**config.mk**
```make
export PLATFORM = sky130hd
export DESIGN_NAME = tick_timer_and_tone_divider
export DESIGN_NICKNAME = d
export VERILOG_FILES = /design/src/hdl/tick_timer_and_tone_divider.v /design/src/hdl/tap_edge_sampler.v
export VERILOG_INCLUDE_DIRS = /design/src /design/src/shared
export SDC_FILE = /design/constraint.sdc
export NUM_CORES = 1
export LEC_CHECK = 0
export CORE_UTILIZATION = 50
export DETAILED_ROUTE_END_ITERATION = 10
export DONT_BUFFER_PORTS = 1
export PLACE_DENSITY_LB_ADDON = 0.1
export SETUP_SLACK_MARGIN = 0.3
export SYNTH_ARGS = -nofsm -noshare
export SYNTH_HDL_FRONTEND = slang
export SYNTH_HIERARCHICAL = 1
export SYNTH_SLANG_ARGS = --single-unit
export TNS_END_PERCENT = 1
```
**constraint.sdc**
```tcl
create_clock -name ref_clk -period 3.4 [get_ports ref_clk]
set_clock_uncertainty 0.15 [all_clocks]
set_input_delay 0.17 -clock ref_clk [delete_from_list [all_inputs] [get_ports ref_clk]]
set_output_delay 0.17 -clock ref_clk [all_outputs]
set_load 0.02 [all_outputs]
```
**src/shared/tick_tone_map.vh**
```
// register map, field layout and divider taps of the tick timer and tone divider
`ifndef TICK_TONE_MAP_VH
`define TICK_TONE_MAP_VH

// register indices; byte address is four times the index
`define IDX_CONTROL 8'h36
`define IDX_STATUS 8'h37
`define IDX_MASK 8'h38
`define ADDR_W 10
`define DATA_W 32
`define REG_W 8

// control register fields
`define CTL_TONE_EN 7
`define CTL_TONE_RATE_HI 6
`define CTL_TONE_RATE_LO 5
`define CTL_SLOW_SRC 4
`define CTL_TICK_EN 3
`define CTL_TICK_RATE_HI 2
`define CTL_TICK_RATE_LO 0
`define CTL_RESET 8'h00

// status and mask fields
`define ST_TICK 0
`define ST_RATE_FAULT 1
`define ST_W 2
`define ST_RESET 2'h0
`define MASK_RESET 2'h0

// divider chain: low stage of main clock, upper stage shared with sub clock
`define LOW_W 8
`define LOW_RESET 8'h00
`define UP_W 15
`define UP_RESET 15'h0000
`define TAP_W 4

// upper-chain bit for each tick rate code (same bit for both sources)
`define TICK_TAP_0 4'hE
`define TICK_TAP_1 4'hC
`define TICK_TAP_2 4'h7
`define TICK_TAP_3 4'h5
`define TICK_TAP_4 4'h4
`define TICK_TAP_5 4'h3
`define TICK_TAP_6 4'h2
`define TICK_TAP_7 4'h0

// upper-chain bit for each tone rate code
`define TONE_TAP_0 4'h4
`define TONE_TAP_1 4'h3
`define TONE_TAP_2 4'h2
`define TONE_TAP_3 4'h1

// highest tick rate code valid in slow modes
`define SLOW_MAX_CODE 3'h1

// cycles a tap is ignored after its rate field changes (sampler depth plus one)
`define TAP_SETTLE 2'h3

`endif

```
**src/hdl/tick_timer_and_tone_divider.v**
```verilog
// tick interrupt timer and tone divider output with avalon register slave
`timescale 1ns/1ps
`default_nettype none
`include "tick_tone_map.vh"

// Summary of operation
// RULE_01: periodic tick request while tick enabled
// RULE_02: fast modes, main clock tick rates
// RULE_03: fast modes, sub clock tick rates
// RULE_04: slow modes allow only codes 000, 001
// RULE_05: software changes tick rate only while disabled
// RULE_06: rate and enable in one write
// RULE_07: first tick on first tap falling edge
// RULE_08: enabling never clears the shared divider
// RULE_09: tone pin carries half duty square wave
// RULE_10: control bit 7 gates tone output
// RULE_11: tone rates from main or sub clock
// RULE_12: software changes tone rate only while disabled
// RULE_13: control register field layout
// RULE_14: control register resets to zero
// RULE_15: main and sub clock share one chain
// RULE_16: one-cycle tick pulse, tone rests inactive
// RULE_17: taps sampled and edge-detected on system clock
module tick_timer_and_tone_divider (
  input wire ref_clk,
  input wire rst,
  input wire [`ADDR_W-1:0] avsAddress,
  input wire avsRead,
  input wire avsWrite,
  input wire [`DATA_W-1:0] avsWritedata,
  input wire [3:0] avsByteenable,
  output reg [`DATA_W-1:0] avsReaddata,
  output wire avsWaitrequest,
  input wire subClkPin,
  input wire slowMode,
  output reg tickIrq,
  output reg toneOutN,
  output wire irq
);

  // functions

  // byte address of a register from its index
  function [`ADDR_W-1:0] regAddr;
    input [7:0] idx;
    begin
      regAddr = {idx, 2'b00};
    end
  endfunction

  // tick rate code to upper chain bit
  function [`TAP_W-1:0] tickTap;
    input [2:0] code;
    begin
      case (code)
        3'h0: tickTap = `TICK_TAP_0;
        3'h1: tickTap = `TICK_TAP_1;
        3'h2: tickTap = `TICK_TAP_2;
        3'h3: tickTap = `TICK_TAP_3;
        3'h4: tickTap = `TICK_TAP_4;
        3'h5: tickTap = `TICK_TAP_5;
        3'h6: tickTap = `TICK_TAP_6;
        default: tickTap = `TICK_TAP_7;
      endcase
    end
  endfunction

  // tone rate code to upper chain bit
  function [`TAP_W-1:0] toneTap;
    input [1:0] code;
    begin
      case (code)
        2'h0: toneTap = `TONE_TAP_0;
        2'h1: toneTap = `TONE_TAP_1;
        2'h2: toneTap = `TONE_TAP_2;
        default: toneTap = `TONE_TAP_3;
      endcase
    end
  endfunction

  // count a settle timer down to zero
  function [1:0] holdStep;
    input [1:0] count;
    begin
      holdStep = (count == 2'h0) ? 2'h0 : count - 2'h1;
    end
  endfunction

  // registers and wires

  reg [`REG_W-1:0] control_q;
  reg [`ST_W-1:0] status_q;
  reg [`ST_W-1:0] status_d;
  reg [`ST_W-1:0] mask_q;
  reg ack_q;
  reg [`LOW_W-1:0] lowDiv_q;
  reg [`UP_W-1:0] upDiv_q;
  reg tickIrq_d;
  reg toneOutN_d;
  reg [`DATA_W-1:0] readValue;
  reg [1:0] tickHold_q;
  reg [1:0] toneHold_q;

  wire busReq;
  wire busAccept;
  wire wrAccept;
  wire hitControl;
  wire hitStatus;
  wire hitMask;
  wire laneLow;

  wire toneEnable;
  wire [1:0] toneRate;
  wire slowSource;
  wire tickEnable;
  wire [2:0] tickRate;

  wire useSub;
  wire lowCarry;
  wire upStep;
  wire subRise;
  wire tickTapRaw;
  wire toneTapRaw;
  wire tickTapFall;
  wire toneTapLevel;
  wire slowCodeBad;
  wire tickFire;
  wire tickRateWrite;
  wire toneRateWrite;

  // control fields

  assign toneEnable = control_q[`CTL_TONE_EN]; // [RULE_13]
  assign toneRate = control_q[`CTL_TONE_RATE_HI:`CTL_TONE_RATE_LO]; // [RULE_13]
  assign slowSource = control_q[`CTL_SLOW_SRC]; // [RULE_13]
  assign tickEnable = control_q[`CTL_TICK_EN]; // [RULE_13]
  assign tickRate = control_q[`CTL_TICK_RATE_HI:`CTL_TICK_RATE_LO]; // [RULE_13]

  // avalon slave: one wait state, then the access completes

  assign busReq = avsRead | avsWrite;
  assign avsWaitrequest = busReq & ~ack_q;
  assign busAccept = busReq & ack_q;
  assign wrAccept = avsWrite & ack_q & laneLow;
  assign laneLow = avsByteenable[0];
  assign hitControl = (avsAddress == regAddr(`IDX_CONTROL));
  assign hitStatus = (avsAddress == regAddr(`IDX_STATUS));
  assign hitMask = (avsAddress == regAddr(`IDX_MASK));

  always @(posedge ref_clk or posedge rst) begin
    if (rst) begin
      ack_q <= 1'b0;
    end else begin
      ack_q <= busReq & ~ack_q;
    end
  end

  // read mux; unmapped addresses read zero
  always @* begin
    readValue = {`DATA_W{1'b0}};
    if (hitControl) begin
      readValue[`REG_W-1:0] = control_q;
    end else if (hitStatus) begin
      readValue[`ST_W-1:0] = status_q;
    end else if (hitMask) begin
      readValue[`ST_W-1:0] = mask_q;
    end
  end

  // read data captured in the wait cycle, stands at the accepting edge
  always @(posedge ref_clk or posedge rst) begin
    if (rst) begin
      avsReaddata <= {`DATA_W{1'b0}};
    end else if (avsRead & ~ack_q) begin
      avsReaddata <= readValue;
    end
  end

  // control and mask registers

  // rate and enable may land in the same write
  always @(posedge ref_clk or posedge rst) begin
    if (rst) begin
      control_q <= `CTL_RESET; // [RULE_14]
    end else if (wrAccept & hitControl) begin
      control_q <= avsWritedata[`REG_W-1:0]; // [RULE_06]
    end
  end

  always @(posedge ref_clk or posedge rst) begin
    if (rst) begin
      mask_q <= `MASK_RESET;
    end else if (wrAccept & hitMask) begin
      mask_q <= avsWritedata[`ST_W-1:0];
    end
  end

  // shared divider chain

  // sub clock pin passes two flops before use
  tap_edge_sampler subSampler (
    .ref_clk(ref_clk),
    .rst(rst),
    .sampleIn(subClkPin),
    .level(),
    .rise(subRise),
    .fall()
  );

  // upper chain runs from sub clock when selected or in slow modes
  assign useSub = slowSource | slowMode; // [RULE_15]
  assign lowCarry = ~slowMode & (&lowDiv_q);
  assign upStep = useSub ? subRise : lowCarry; // [RULE_15]

  // main clock stops in slow modes, so the low stage holds
  always @(posedge ref_clk or posedge rst) begin
    if (rst) begin
      lowDiv_q <= `LOW_RESET;
    end else if (~slowMode) begin
      lowDiv_q <= lowDiv_q + 1'b1;
    end
  end

  // never cleared by software, enable or rate change
  always @(posedge ref_clk or posedge rst) begin
    if (rst) begin
      upDiv_q <= `UP_RESET; // [RULE_08]
    end else if (upStep) begin
      upDiv_q <= upDiv_q + 1'b1; // [RULE_15]
    end
  end

  // tap selection and sampling

  // same chain bit serves main and sub clock rates
  assign tickTapRaw = upDiv_q[tickTap(tickRate)]; // [RULE_02] [RULE_03]
  assign toneTapRaw = upDiv_q[toneTap(toneRate)]; // [RULE_11]

  tap_edge_sampler tickSampler (
    .ref_clk(ref_clk),
    .rst(rst),
    .sampleIn(tickTapRaw),
    .level(),
    .rise(),
    .fall(tickTapFall)
  ); // [RULE_17]

  tap_edge_sampler toneSampler (
    .ref_clk(ref_clk),
    .rst(rst),
    .sampleIn(toneTapRaw),
    .level(toneTapLevel),
    .rise(),
    .fall()
  ); // [RULE_17]

  // settle timers: a rate change swaps the tap under its sampler, and the
  // stale sample would show as a false edge or a short tone pulse

  assign tickRateWrite = wrAccept & hitControl &
    (avsWritedata[`CTL_TICK_RATE_HI:`CTL_TICK_RATE_LO] != tickRate);
  assign toneRateWrite = wrAccept & hitControl &
    (avsWritedata[`CTL_TONE_RATE_HI:`CTL_TONE_RATE_LO] != toneRate);

  always @(posedge ref_clk or posedge rst) begin
    if (rst) begin
      tickHold_q <= 2'h0;
    end else if (tickRateWrite) begin
      tickHold_q <= `TAP_SETTLE;
    end else begin
      tickHold_q <= holdStep(tickHold_q);
    end
  end

  always @(posedge ref_clk or posedge rst) begin
    if (rst) begin
      toneHold_q <= 2'h0;
    end else if (toneRateWrite) begin
      toneHold_q <= `TAP_SETTLE;
    end else begin
      toneHold_q <= holdStep(toneHold_q);
    end
  end

  // tick interrupt

  // codes above 001 give no tick in slow modes
  assign slowCodeBad = slowMode & (tickRate > `SLOW_MAX_CODE); // [RULE_04]

  // first falling edge after enable fires, not a full period later
  assign tickFire = tickEnable & tickTapFall & ~slowCodeBad & (tickHold_q == 2'h0); // [RULE_07]

  always @* begin
    tickIrq_d = tickFire; // [RULE_16]
  end

  always @(posedge ref_clk or posedge rst) begin
    if (rst) begin
      tickIrq <= 1'b0;
    end else begin
      tickIrq <= tickIrq_d; // [RULE_16]
    end
  end

  // tone output, active low, rests high until the new tap has settled

  always @* begin
    if (toneEnable & (toneHold_q == 2'h0)) begin
      toneOutN_d = ~toneTapLevel; // [RULE_09] [RULE_10]
    end else begin
      toneOutN_d = 1'b1; // [RULE_16]
    end
  end

  always @(posedge ref_clk or posedge rst) begin
    if (rst) begin
      toneOutN <= 1'b1;
    end else begin
      toneOutN <= toneOutN_d;
    end
  end

  // sticky status, write one to clear, set wins

  always @* begin
    status_d = status_q;
    if (wrAccept & hitStatus) begin
      status_d = status_q & ~avsWritedata[`ST_W-1:0];
    end
    if (tickFire) begin
      status_d[`ST_TICK] = 1'b1; // [RULE_01]
    end
    if (tickEnable & slowCodeBad) begin
      status_d[`ST_RATE_FAULT] = 1'b1; // [RULE_04]
    end
  end

  always @(posedge ref_clk or posedge rst) begin
    if (rst) begin
      status_q <= `ST_RESET;
    end else begin
      status_q <= status_d;
    end
  end

  assign irq = |(status_q & mask_q);

endmodule // tick_timer_and_tone_divider

`default_nettype wire

```
**src/hdl/tap_edge_sampler.v**
```verilog
// two-flop sampler with level and edge pulses for one divider tap or pin
`timescale 1ns/1ps
`default_nettype none

module tap_edge_sampler (
  input wire ref_clk,
  input wire rst,
  input wire sampleIn,
  output wire level,
  output wire rise,
  output wire fall
);

  reg stage1_q;
  reg stage2_q;
  reg prev_q;

  always @(posedge ref_clk or posedge rst) begin
    if (rst) begin
      stage1_q <= 1'b0;
      stage2_q <= 1'b0;
      prev_q <= 1'b0;
    end else begin
      stage1_q <= sampleIn;
      stage2_q <= stage1_q;
      prev_q <= stage2_q;
    end
  end

  assign level = stage2_q;
  assign rise = stage2_q & ~prev_q;
  assign fall = prev_q & ~stage2_q;

endmodule // tap_edge_sampler

`default_nettype wire

```
==> results of run 1 <==
-- registers in the layout, summed over array words and instances, names as in the netlist, 2 cells and up --
signal and cells:
toneHold_q 2, upDiv_q 15, lowDiv_q 8, avsReaddata 8
mask_q 2, status_q 2, control_q 8, tickHold_q 2
-- per-stage QoR --
step / instance area, sq um / setup slack [ns] / utilization [%]
global placement: 2845 / 1.420 / 51.04
finish: 3171 / 1.374 / 56.88
global route: 3171 / 1.224 / 56.88
CTS: 3171 / 1.377 / 56.88
floorplan: 2999 / 1.695 / -
detailed placement: 2845 / 1.387 / 51.04
-- area by class of cell --
class / instances / area, sq um
clock inverter: 3 / 40.04
clock buffer: 12 / 145.1
multi-input combinational: 175 / 1265
inverter: 10 / 37.54
fill: 502 / 2404
sequential: 58 / 1453
tap: 72 / 90.09
timing repair buffer: 14 / 140.1
-- worst min path at each step --
| stage | from | slack (ns) | depth (start not counted) | to |
|---|---|---|---|---|
| after global routing | avsWritedata[5] | 0.07 | 3 | toneHold_q[1] |
| after floorplan | rst | -0.24 | 1 | toneSampler/level |
| after global placement | rst | -0.23 | 1 | toneSampler/stage1_q |
| after detailed placement | rst | -0.23 | 1 | toneSampler/stage1_q |
| final | avsAddress[4] | 0.03 | 4 | tickHold_q[1] |
| after CTS | avsAddress[4] | 0.006 | 3 | avsReaddata[1] |
-- metal layers --
layer  wire length [um]  part of all wire, %
met1               2290                   47
met2               2290                   47
met3                177                  3.7
met4                 69                  1.4
met5                  0                    0
-- cell usage in the layout, fill, tap and decap left out, drive strengths merged, types with 2 or more instances in the layout --
cell type,n
mux2i,3
a21oi,4
clkbuf,12
nand2,15
and3,7
nand2b,3
nand3,11
nand4bb,2
xnor2,17
o31ai,4
nor2,9
a22o,7
mux2,15
or2,2
dfrtp,57
xor2,9
dlygate4sd3,14
nor4,3
nor2b,3
nand3b,2
conb,24
inv,10
nand4,9
o21ai,8
ha,5
clkinv,2
-- critical path, stage by stage, from the launching register on --
cell     delay, ns
dfrtp_1       0.42
ha_1          0.24
nand2_1       0.12
o31ai_4       0.59
mux2_2        0.40
-- power by group --
part / internal (mW) / total, mW / leakage [nW] / switching, mW
clock network: 0.352 / 0.601 / 0.0962 / 0.249
logic: 0.113 / 0.239 / 0.593 / 0.126
registers: 0.769 / 0.863 / 0.773 / 0.0941
total: 1.23 / 1.70 / 1.46 / 0.469
==> results by group, run 1 <==
GRT
  • Pin count of the biggest net entering global routing: 51
  • GR Util met1: between 20% and 30%
  • Total Routing Usage GR: 18.25%
  • Vias in the first global route: between 1500 and 2000
  • Total gr overflow: 0
  • M2 GR Usage: 28.42%
  • Gr busiest metal: met2
  • Initial antenna violation count: 0
  • First-pass GRT wire length: approximately 8400 um
  • Met3 Use GR: between 7 and 8%

Pwr
  • Pleak: 1.463 nW
  • Cell Pwr Density: 537.3 mW/mm^2
  • Power Total: 1.703 mW
  • VDD IR-drop max: 0.3853 mV

Setup path
  • CP Max Fanout: 15
  • R2r setup slk: 1.37 ns
  • Crit path capture: upDiv_q[1]
  • Worst path required time: 3.47 ns
  • R2R Path End: upDiv_q[1]
  • Worst R2R Start: lowDiv_q[0]
  • Arrival time at the worst endpoint: around 2.1 ns
  • Crit path kind: flop to flop
  • Crit. End Element: flop
  • Worst setup path start: lowDiv_q[0]
  • Startpoint Class: flop
  • R2R cell count: 4

Timing
  • Minimum clock period: 2.026 ns
  • Endpoints failing setup: 0
  • Final hold vios: 0
  • Fin crit share: 59.58%
  • Max Freq: 0.4936 GHz
  • Slew HR: 32.33%
  • Final TNS setup: 0 ns
  • Slew at the pin with the worst max-slew slack: 1.014 ns
  • Worst Hold Slack: 0.03460 ns
  • Max-slew violations: 0
  • RSZ-0062 raised after global routing: no

Finish
  • N_diodes: 0
  • Non-Filler Instances: between 300 and 400
  • Area Overhead vs Synth: 8.849%
  • Nets: about 330
  • Share of layout cells above drive strength 1: 14.34%

Synthesis
  • Synthesized area per cell: 11.51 sq um
  • Synthesis Warnings: 6
  • Mapped Cells: 253
  • Synth Cell Area: 0.002913 sq mm

Job
  • Max Cap Violations: 0

Clock network
  • Worst-Skew Late Latency: around 0.33 ns
  • TritonCTS Sinks: 58
  • Postcts setup bufs: 0
  • Clock root buffer: clkbuf_8
  • CTS Hold Bufs: 14
  • Clock-pin slew on the worst setup and hold paths: 0.06 ns
  • Inserted Clock Buffers: 9
  • Worst-case clock buffer depth: 2
  • Resized cells post-CTS: 0
  • CTS tree: yes
  • H-tree depth: 3

Detailed routing
  • Via count: 1760
  • Pre-antenna DRT Iters: 4
  • Vias/cell: about 5.1
  • DRT antenna net count: 0
  • DRC violations left: 0
  • Initial DRC count: 67
  • Drt total wl: 4827 um
  • Wire per inst: 14.03 um

Min path
  • Worst min-delay path category: input pin to flop

Die
  • # IOs: between 80 and 90
  • Initial core utilization: 52.26%
  • Row count: 27
  • Die width: 78.33 um
  • Area of the die: 0.006135 sq mm
  • Placeable core area: 0.005574 sq mm
  • Die height: between 70 and 80 um

Place
  • Placer Congestion: approximately 0.72
  • Placed insts: between 300 and 400
  • Final HPWL DP: between 3000 and 4000 um
  • PortBufs: 0

Status
  • Outcome: complete, no violations
No activity file was read; power rests on OpenSTA's default activity.
==> run 2: changes to the inputs <==
==> constraint.sdc (replaced) <==
create_clock -name ref_clk -period 1.9 [get_ports ref_clk]
set_clock_uncertainty 0.15 [all_clocks]
set_input_delay 0.095 -clock ref_clk [delete_from_list [all_inputs] [get_ports ref_clk]]
set_output_delay 0.095 -clock ref_clk [all_outputs]
set_load 0.02 [all_outputs]
==> run 2 against run 1 <==
Final cell count up 7.0%. Total power up 95%. Core utilization up 5.5 points. Clock-buffer cell count down 3. Via count up 6.3%. Hold slack worse by 0.019 ns. Critical path depth up 1. Routed wire length up 12%. Non-clock buffer count up 23. Sequential power up 76%. Fmax up 19%. Largest cell class unchanged.
==> results by group, run 2 (same netlist as run 1, synthesis figures left out) <==
Status
  • Outcome: complete, no violations

Timing
  • Final hold vios: 0 (unchanged)
  • RSZ-0062 raised after global routing: yes
  • Slew HR: 65.11% (+33 points)
  • Slew at the pin with the worst max-slew slack: 0.5226 ns (-0.4910 ns)
  • Minimum clock period: 1.696 ns (-0.3298 ns)
  • Worst Hold Slack: 0.01592 ns (-0.01868 ns)
  • Max Freq: 0.5896 GHz (+19%)
  • Fin crit share: 89.27% (+30 points)
  • Final TNS setup: 0 ns (unchanged)
  • Endpoints failing setup: 0 (unchanged)
  • Max-slew violations: 0 (unchanged)

Clock network
  • H-tree depth: 3 (unchanged)
  • Clock-pin slew on the worst setup and hold paths: 0.07 ns (about the same)
  • Inserted Clock Buffers: 9 (unchanged)
  • Clock root buffer: clkbuf_8
  • Worst-case clock buffer depth: 2 (unchanged)
  • CTS tree: yes
  • Worst-Skew Late Latency: 0.34 ns (about the same)
  • TritonCTS Sinks: 58 (unchanged)

Finish
  • Max reg flops: 15 (unchanged)
  • Share of layout cells above drive strength 1: 23.99% (+9.6 points)
  • Largest Register: upDiv_q
  • Nets: 348 (+7.1%)
  • Non-Filler Instances: 368 (+7.0%)
  • N_diodes: 0 (unchanged)
  • Leading cell types in the layout, fill and taps excluded: dfrtp_1, conb_1, dlygate4sd3_1, xnor2_1, buf_4
  • Area Overhead vs Synth: 19.33%
  • Most common cell after layout, fill and taps aside: dfrtp_1

GRT
  • Vias in the first global route: 1935 (+8.7%)
  • Total gr overflow: 0 (unchanged)
  • First-pass GRT wire length: 8990 um (+7.2%)
  • Initial antenna violation count: 0 (unchanged)
  • Pin count of the biggest net entering global routing: 28 (-45%)
  • Total Routing Usage GR: 19.41% (+1.2 points)

Die
  • # IOs: 88 (unchanged)
  • Row count: 27 (unchanged)
  • Die height: 78.33 um (unchanged)
  • Placeable core area: 0.005574 sq mm (unchanged)
  • Area of the die: 0.006135 sq mm (unchanged)
  • Initial core utilization: 52.26% (unchanged)
  • Die width: 78.33 um (unchanged)

Pwr
  • VDD IR-drop max: 0.6864 mV (+78%)
  • Pleak: 1.600 nW (+9.4%)
  • Power share of the combinational group: 19.9% (+5.9 points)
  • Switch Pwr: 986.1 uW (+110%)
  • Power Total: 3.318 mW (+95%)
  • Sw frac: 29.72% (+2.2 points)
  • Internal Power: 2.331 mW (+89%)
  • Sequential fraction of design power: 45.9% (-4.8 points)
  • Cell Pwr Density: 954.5 mW/mm^2 (+78%)
  • Clk pwr share: 34.3% (-1.0 points)

Detailed routing
  • Via count: 1871 (+6.3%)
  • DRC violations left: 0 (unchanged)
  • Drt total wl: 5396 um (+12%)
  • Initial DRC count: 43 (-36%)
  • Pre-antenna DRT Iters: 4 (unchanged)
  • DRT antenna net count: 0 (unchanged)
  • Vias/cell: 5.084 (-0.63%)
  • Wire per inst: 14.66 um (+4.5%)

Place
  • Placed insts: 320 (+1.6%)
  • Placer Congestion: 0.7281 (+1.3%)
  • PortBufs: 0 (unchanged)
  • Final HPWL DP: 3491 um (+5.9%)

Setup path
  • Startpoint Class: flop
  • Arrival time at the worst endpoint: 1.77 ns (-0.32 ns)
  • CP Max Fanout: 8 (-7)
  • Crit. End Element: flop
  • Worst path required time: 1.97 ns (-1.50 ns)
  • Crit path kind: flop to flop

Job
  • Max Cap Violations: 0 (unchanged)

Min path
  • Worst min-delay path category: input pin to flop
run 2: per-stage QoR:
step	setup slack (ns)	instance area [sq um]	utilization, %
3_5_place_dp	0.1467	2927	52.50
5_1_grt	0.1443	3476	62.36
2_1_floorplan	0.2703	3022	-
4_1_cts	0.2109	3369	60.45
6_report	0.2039	3476	62.36
3_3_place_gp	0.1687	2927	52.50
run 2: layer usage:
layer / routed length [um] / vias to the layer above / GRT usage (%)
met5: 0 / - / 0
met4: 71 / 0 / 9.444
met3: 153 / 8 / 5.116
met2: 2816 / 33 / 32.89
met1: 2353 / 918 / 22.72
li1: - / 912 / -
run 2: power groups by stage:
stage	sequential [mW]	combinational, mW	clock, mW
floorplan	1.48	0.441	0
global route	1.54	0.734	1.22
global placement	1.54	0.436	0
finish	1.52	0.659	1.14
detailed placement	1.55	0.447	0
CTS	1.51	0.544	1.17
run 2: final timing paths:
check	endpoint	slack, ns	cells after the start	start
max	upDiv_q[1]	0.20	5	lowDiv_q[1]
min in group asynchronous	lowDiv_q[3]	0.15	2	rst
min reg2reg	subSampler/level	0.19	0	subSampler/stage1_q
max reg2reg	upDiv_q[1]	0.20	5	lowDiv_q[1]
min	avsReaddata[0]	0.02	3	avsAddress[7]
max in group asynchronous	toneOutN	0.88	3	rst
run 2: final cells by class:
class / instances / area (sq um)
multi-input combinational: 175 / 1324
clock buffer: 9 / 123.9
tap: 72 / 90.09
inverter: 10 / 37.54
timing repair buffer: 37 / 367.9
clock inverter: 7 / 78.83
sequential: 58 / 1454
fill: 483 / 2098
run 2: repair_timing:
item | CTS | global route
endpoints found under the setup margin | 23 | 33
endpoints found under the hold margin | 89 | 0
setup buffers | 6 | 6
pin swaps | 1 | 4
gates resized for setup | 3 | 9
hold buffers | 19 | 0
gates cloned | 0 | 1
run 2: worst max-delay path, cell delays in order, from the launching register on:
cell and delay [ns]:
dfrtp_1 0.39, ha_4 0.17, nand2_4 0.06, o31ai_4 0.34
buf_12 0.17, mux2_4 0.29
==> run 3: changes to the inputs <==
--- a/config.mk
+++ b/config.mk
@@ -10,6 +10,7 @@
 export DETAILED_ROUTE_END_ITERATION = 10
 export DONT_BUFFER_PORTS = 1
 export PLACE_DENSITY_LB_ADDON = 0.1
+export REMOVE_ABC_BUFFERS = 1
 export SETUP_SLACK_MARGIN = 0.3
 export SYNTH_ARGS = -nofsm -noshare
 export SYNTH_HDL_FRONTEND = slang
==> run 3 against run 2 <==
The flow now finishes with violations (hold timing). First-iteration DRC count fell by 33%. Non-clock buffer count fell by 6. Cell area rose by 0.86%. Via count fell by 0.53%. Register-to-register slack barely moved. Die area did not move. Fmax fell by 0.81%. Global-route usage rose by 0.22 points. Core utilization rose by 0.54 points. Combinational power fell by 14%. Final cell count fell by 1.6%. Highest routed layer unchanged.
==> results by group, run 3 (same netlist as run 1, synthesis figures left out) <==
Clock network
  • CTS Hold Bufs: 17 (-2)
  • Inserted Clock Buffers: 9 (unchanged)
  • Clock root buffer: clkbuf_8
  • TritonCTS Sinks: 58 (unchanged)
  • Worst-Skew Late Latency: 0.33 ns (about the same)
  • Clock-pin slew on the worst setup and hold paths: 0.06 ns (about the same)
  • H-tree depth: 3 (unchanged)
  • Worst-case clock buffer depth: 2 (unchanged)
  • CTS tree: yes

Min path
  • Worst min-delay path category: input pin to flop

Finish
  • Nets: 342 (-1.7%)
  • Largest Register: upDiv_q
  • Final instance area: 0.003506 sq mm (+0.86%)
  • Non-Filler Instances: 362 (-1.6%)
  • Max reg flops: 15 (unchanged)
  • Leading cell types in the layout, fill and taps excluded: dfrtp_1, conb_1, xnor2_1, dlygate4sd3_1, mux2_2
  • Area Overhead vs Synth: 20.36%
  • Share of layout cells above drive strength 1: 23.10% (-0.88 points)
  • N_diodes: 0 (unchanged)
  • Most common cell after layout, fill and taps aside: dfrtp_1
  • Utilization after layout: 62.90% (+0.54 points)

Detailed routing
  • Wire per inst: 14.70 um (+0.24%)
  • DRT antenna net count: 0 (unchanged)
  • Pre-antenna DRT Iters: 4 (unchanged)
  • Via count: 1861 (-0.53%)
  • Initial DRC count: 29 (-33%)
  • Vias/cell: 5.141 (+1.1%)
  • Drt total wl: 5321 um (-1.4%)
  • DRC violations left: 0 (unchanged)

Setup path
  • Crit path kind: flop to flop
  • Crit. End Element: flop
  • Crit path cell chain: nand3b_1 > o31ai_4 > buf_6 > buf_16 > nand2_2 > xnor2_1
  • Crit-path slowest cell: dfrtp_1
  • Worst path required time: 1.96 ns (about the same)
  • Worst path max stage delay: 0.40 ns (about the same)
  • Arrival time at the worst endpoint: 1.77 ns (about the same)
  • CP Max Fanout: 7 (-1)
  • Crit path max-delay family: flip-flops
  • CP bufs+invs: 2 (+1)
  • Startpoint Class: flop

Die
  • # IOs: 88 (unchanged)
  • Die height: 78.33 um (unchanged)
  • Placeable core area: 0.005574 sq mm (unchanged)
  • Row count: 27 (unchanged)
  • Die width: 78.33 um (unchanged)
  • Initial core utilization: 52.26% (unchanged)
  • Area of the die: 0.006135 sq mm (unchanged)

Timing
  • Minimum clock period: 1.710 ns (+0.01385 ns)
  • RSZ-0062 raised after global routing: yes
  • Worst Hold Slack: -0.1829 ns (-0.1988 ns)
  • Fin crit share: 89.99% (+0.73 points)
  • Max-slew violations: 0 (unchanged)
  • Worst setup margin: 0.1901 ns (-0.01385 ns)
  • Max Freq: 0.5848 GHz (-0.81%)
  • Final hold vios: 10 (+10)
  • Final TNS setup: 0 ns (unchanged)
  • Endpoints failing setup: 0 (unchanged)

GRT
  • Total gr overflow: 0 (unchanged)
  • Vias in the first global route: 1907 (-1.4%)
  • Initial antenna violation count: 0 (unchanged)
  • First-pass GRT wire length: 9025 um (+0.39%)
  • Total Routing Usage GR: 19.63% (+0.22 points)
  • Pin count of the biggest net entering global routing: 31 (+11%)

Pwr
  • Power Total: 3.608 mW (+8.8%)
  • Pleak: 1.604 nW (+0.26%)
  • VDD IR-drop max: 1.147 mV (+67%)
  • Cell Pwr Density: 1029 mW/mm^2 (+7.8%)

Place
  • Placed Instance Area: 0.002935 sq mm (+0.30%)
  • Place WS: 0.09788 ns (-0.04883 ns)
  • Final HPWL DP: 3441 um (-1.4%)
  • Placed insts: 322 (+0.63%)
  • Placer Congestion: 0.7099 (-2.5%)
  • PortBufs: 0 (unchanged)

Job
  • Max Cap Violations: 0 (unchanged)

Status
  • Violated checks: hold timing
  • Outcome: finished with violations
-- run 3: final timing paths --
check	from	end	slack, ns	cells past startpoint
worst max-delay path	control_q[4]	upDiv_q[2]	0.19	6
worst min-delay path	avsAddress[2]	status_q[0]	-0.18	3
worst min register to register	toneSampler/stage1_q	toneSampler/level	0.20	0
worst max register to register	control_q[4]	upDiv_q[2]	0.19	6
max in group asynchronous	rst	subSampler/prev_q	0.89	3
min in group asynchronous	rst	lowDiv_q[7]	0.13	2
-- run 3: cell type report --
cell class                      count  area [sq um]
Fill cell                         435          2068
Sequential cell                    58          1454
Multi-Input combinational cell    175          1321
Timing Repair Buffer               31         336.6
Clock buffer                       11         141.4
Clock inverter                      5         125.1
Tap cell                           72         90.09
Inverter                           10         37.54
-- run 3: routing by layer --
| metal | track usage (%) | part of all wire (%) |
|---|---|---|
| met2 | 32.11 | 50 |
| met5 | 0 | 0 |
| met4 | 6.667 | 1.2 |
| met3 | 6.744 | 3.4 |
| met1 | 24.17 | 45 |
-- run 3: repair_timing --
action,4_1_cts,5_1_grt
resized for setup,14,2
gates cloned,1,0
setup buffers,6,0
pin swaps,4,3
endpoints found under the hold margin,89,9
setup endpoints to repair,24,37
-- run 3: report_power, final --
group	internal, mW	switching, mW	leakage, nW
clock	1.04	0.466	0.134
combinational	0.291	0.279	0.699
sequential	1.38	0.159	0.771
-- run 3: tightest hold or removal path: stages --
cell and delay (ns):
nand3_1 0.05, o31ai_1 0.06, nand2b_1 0.06
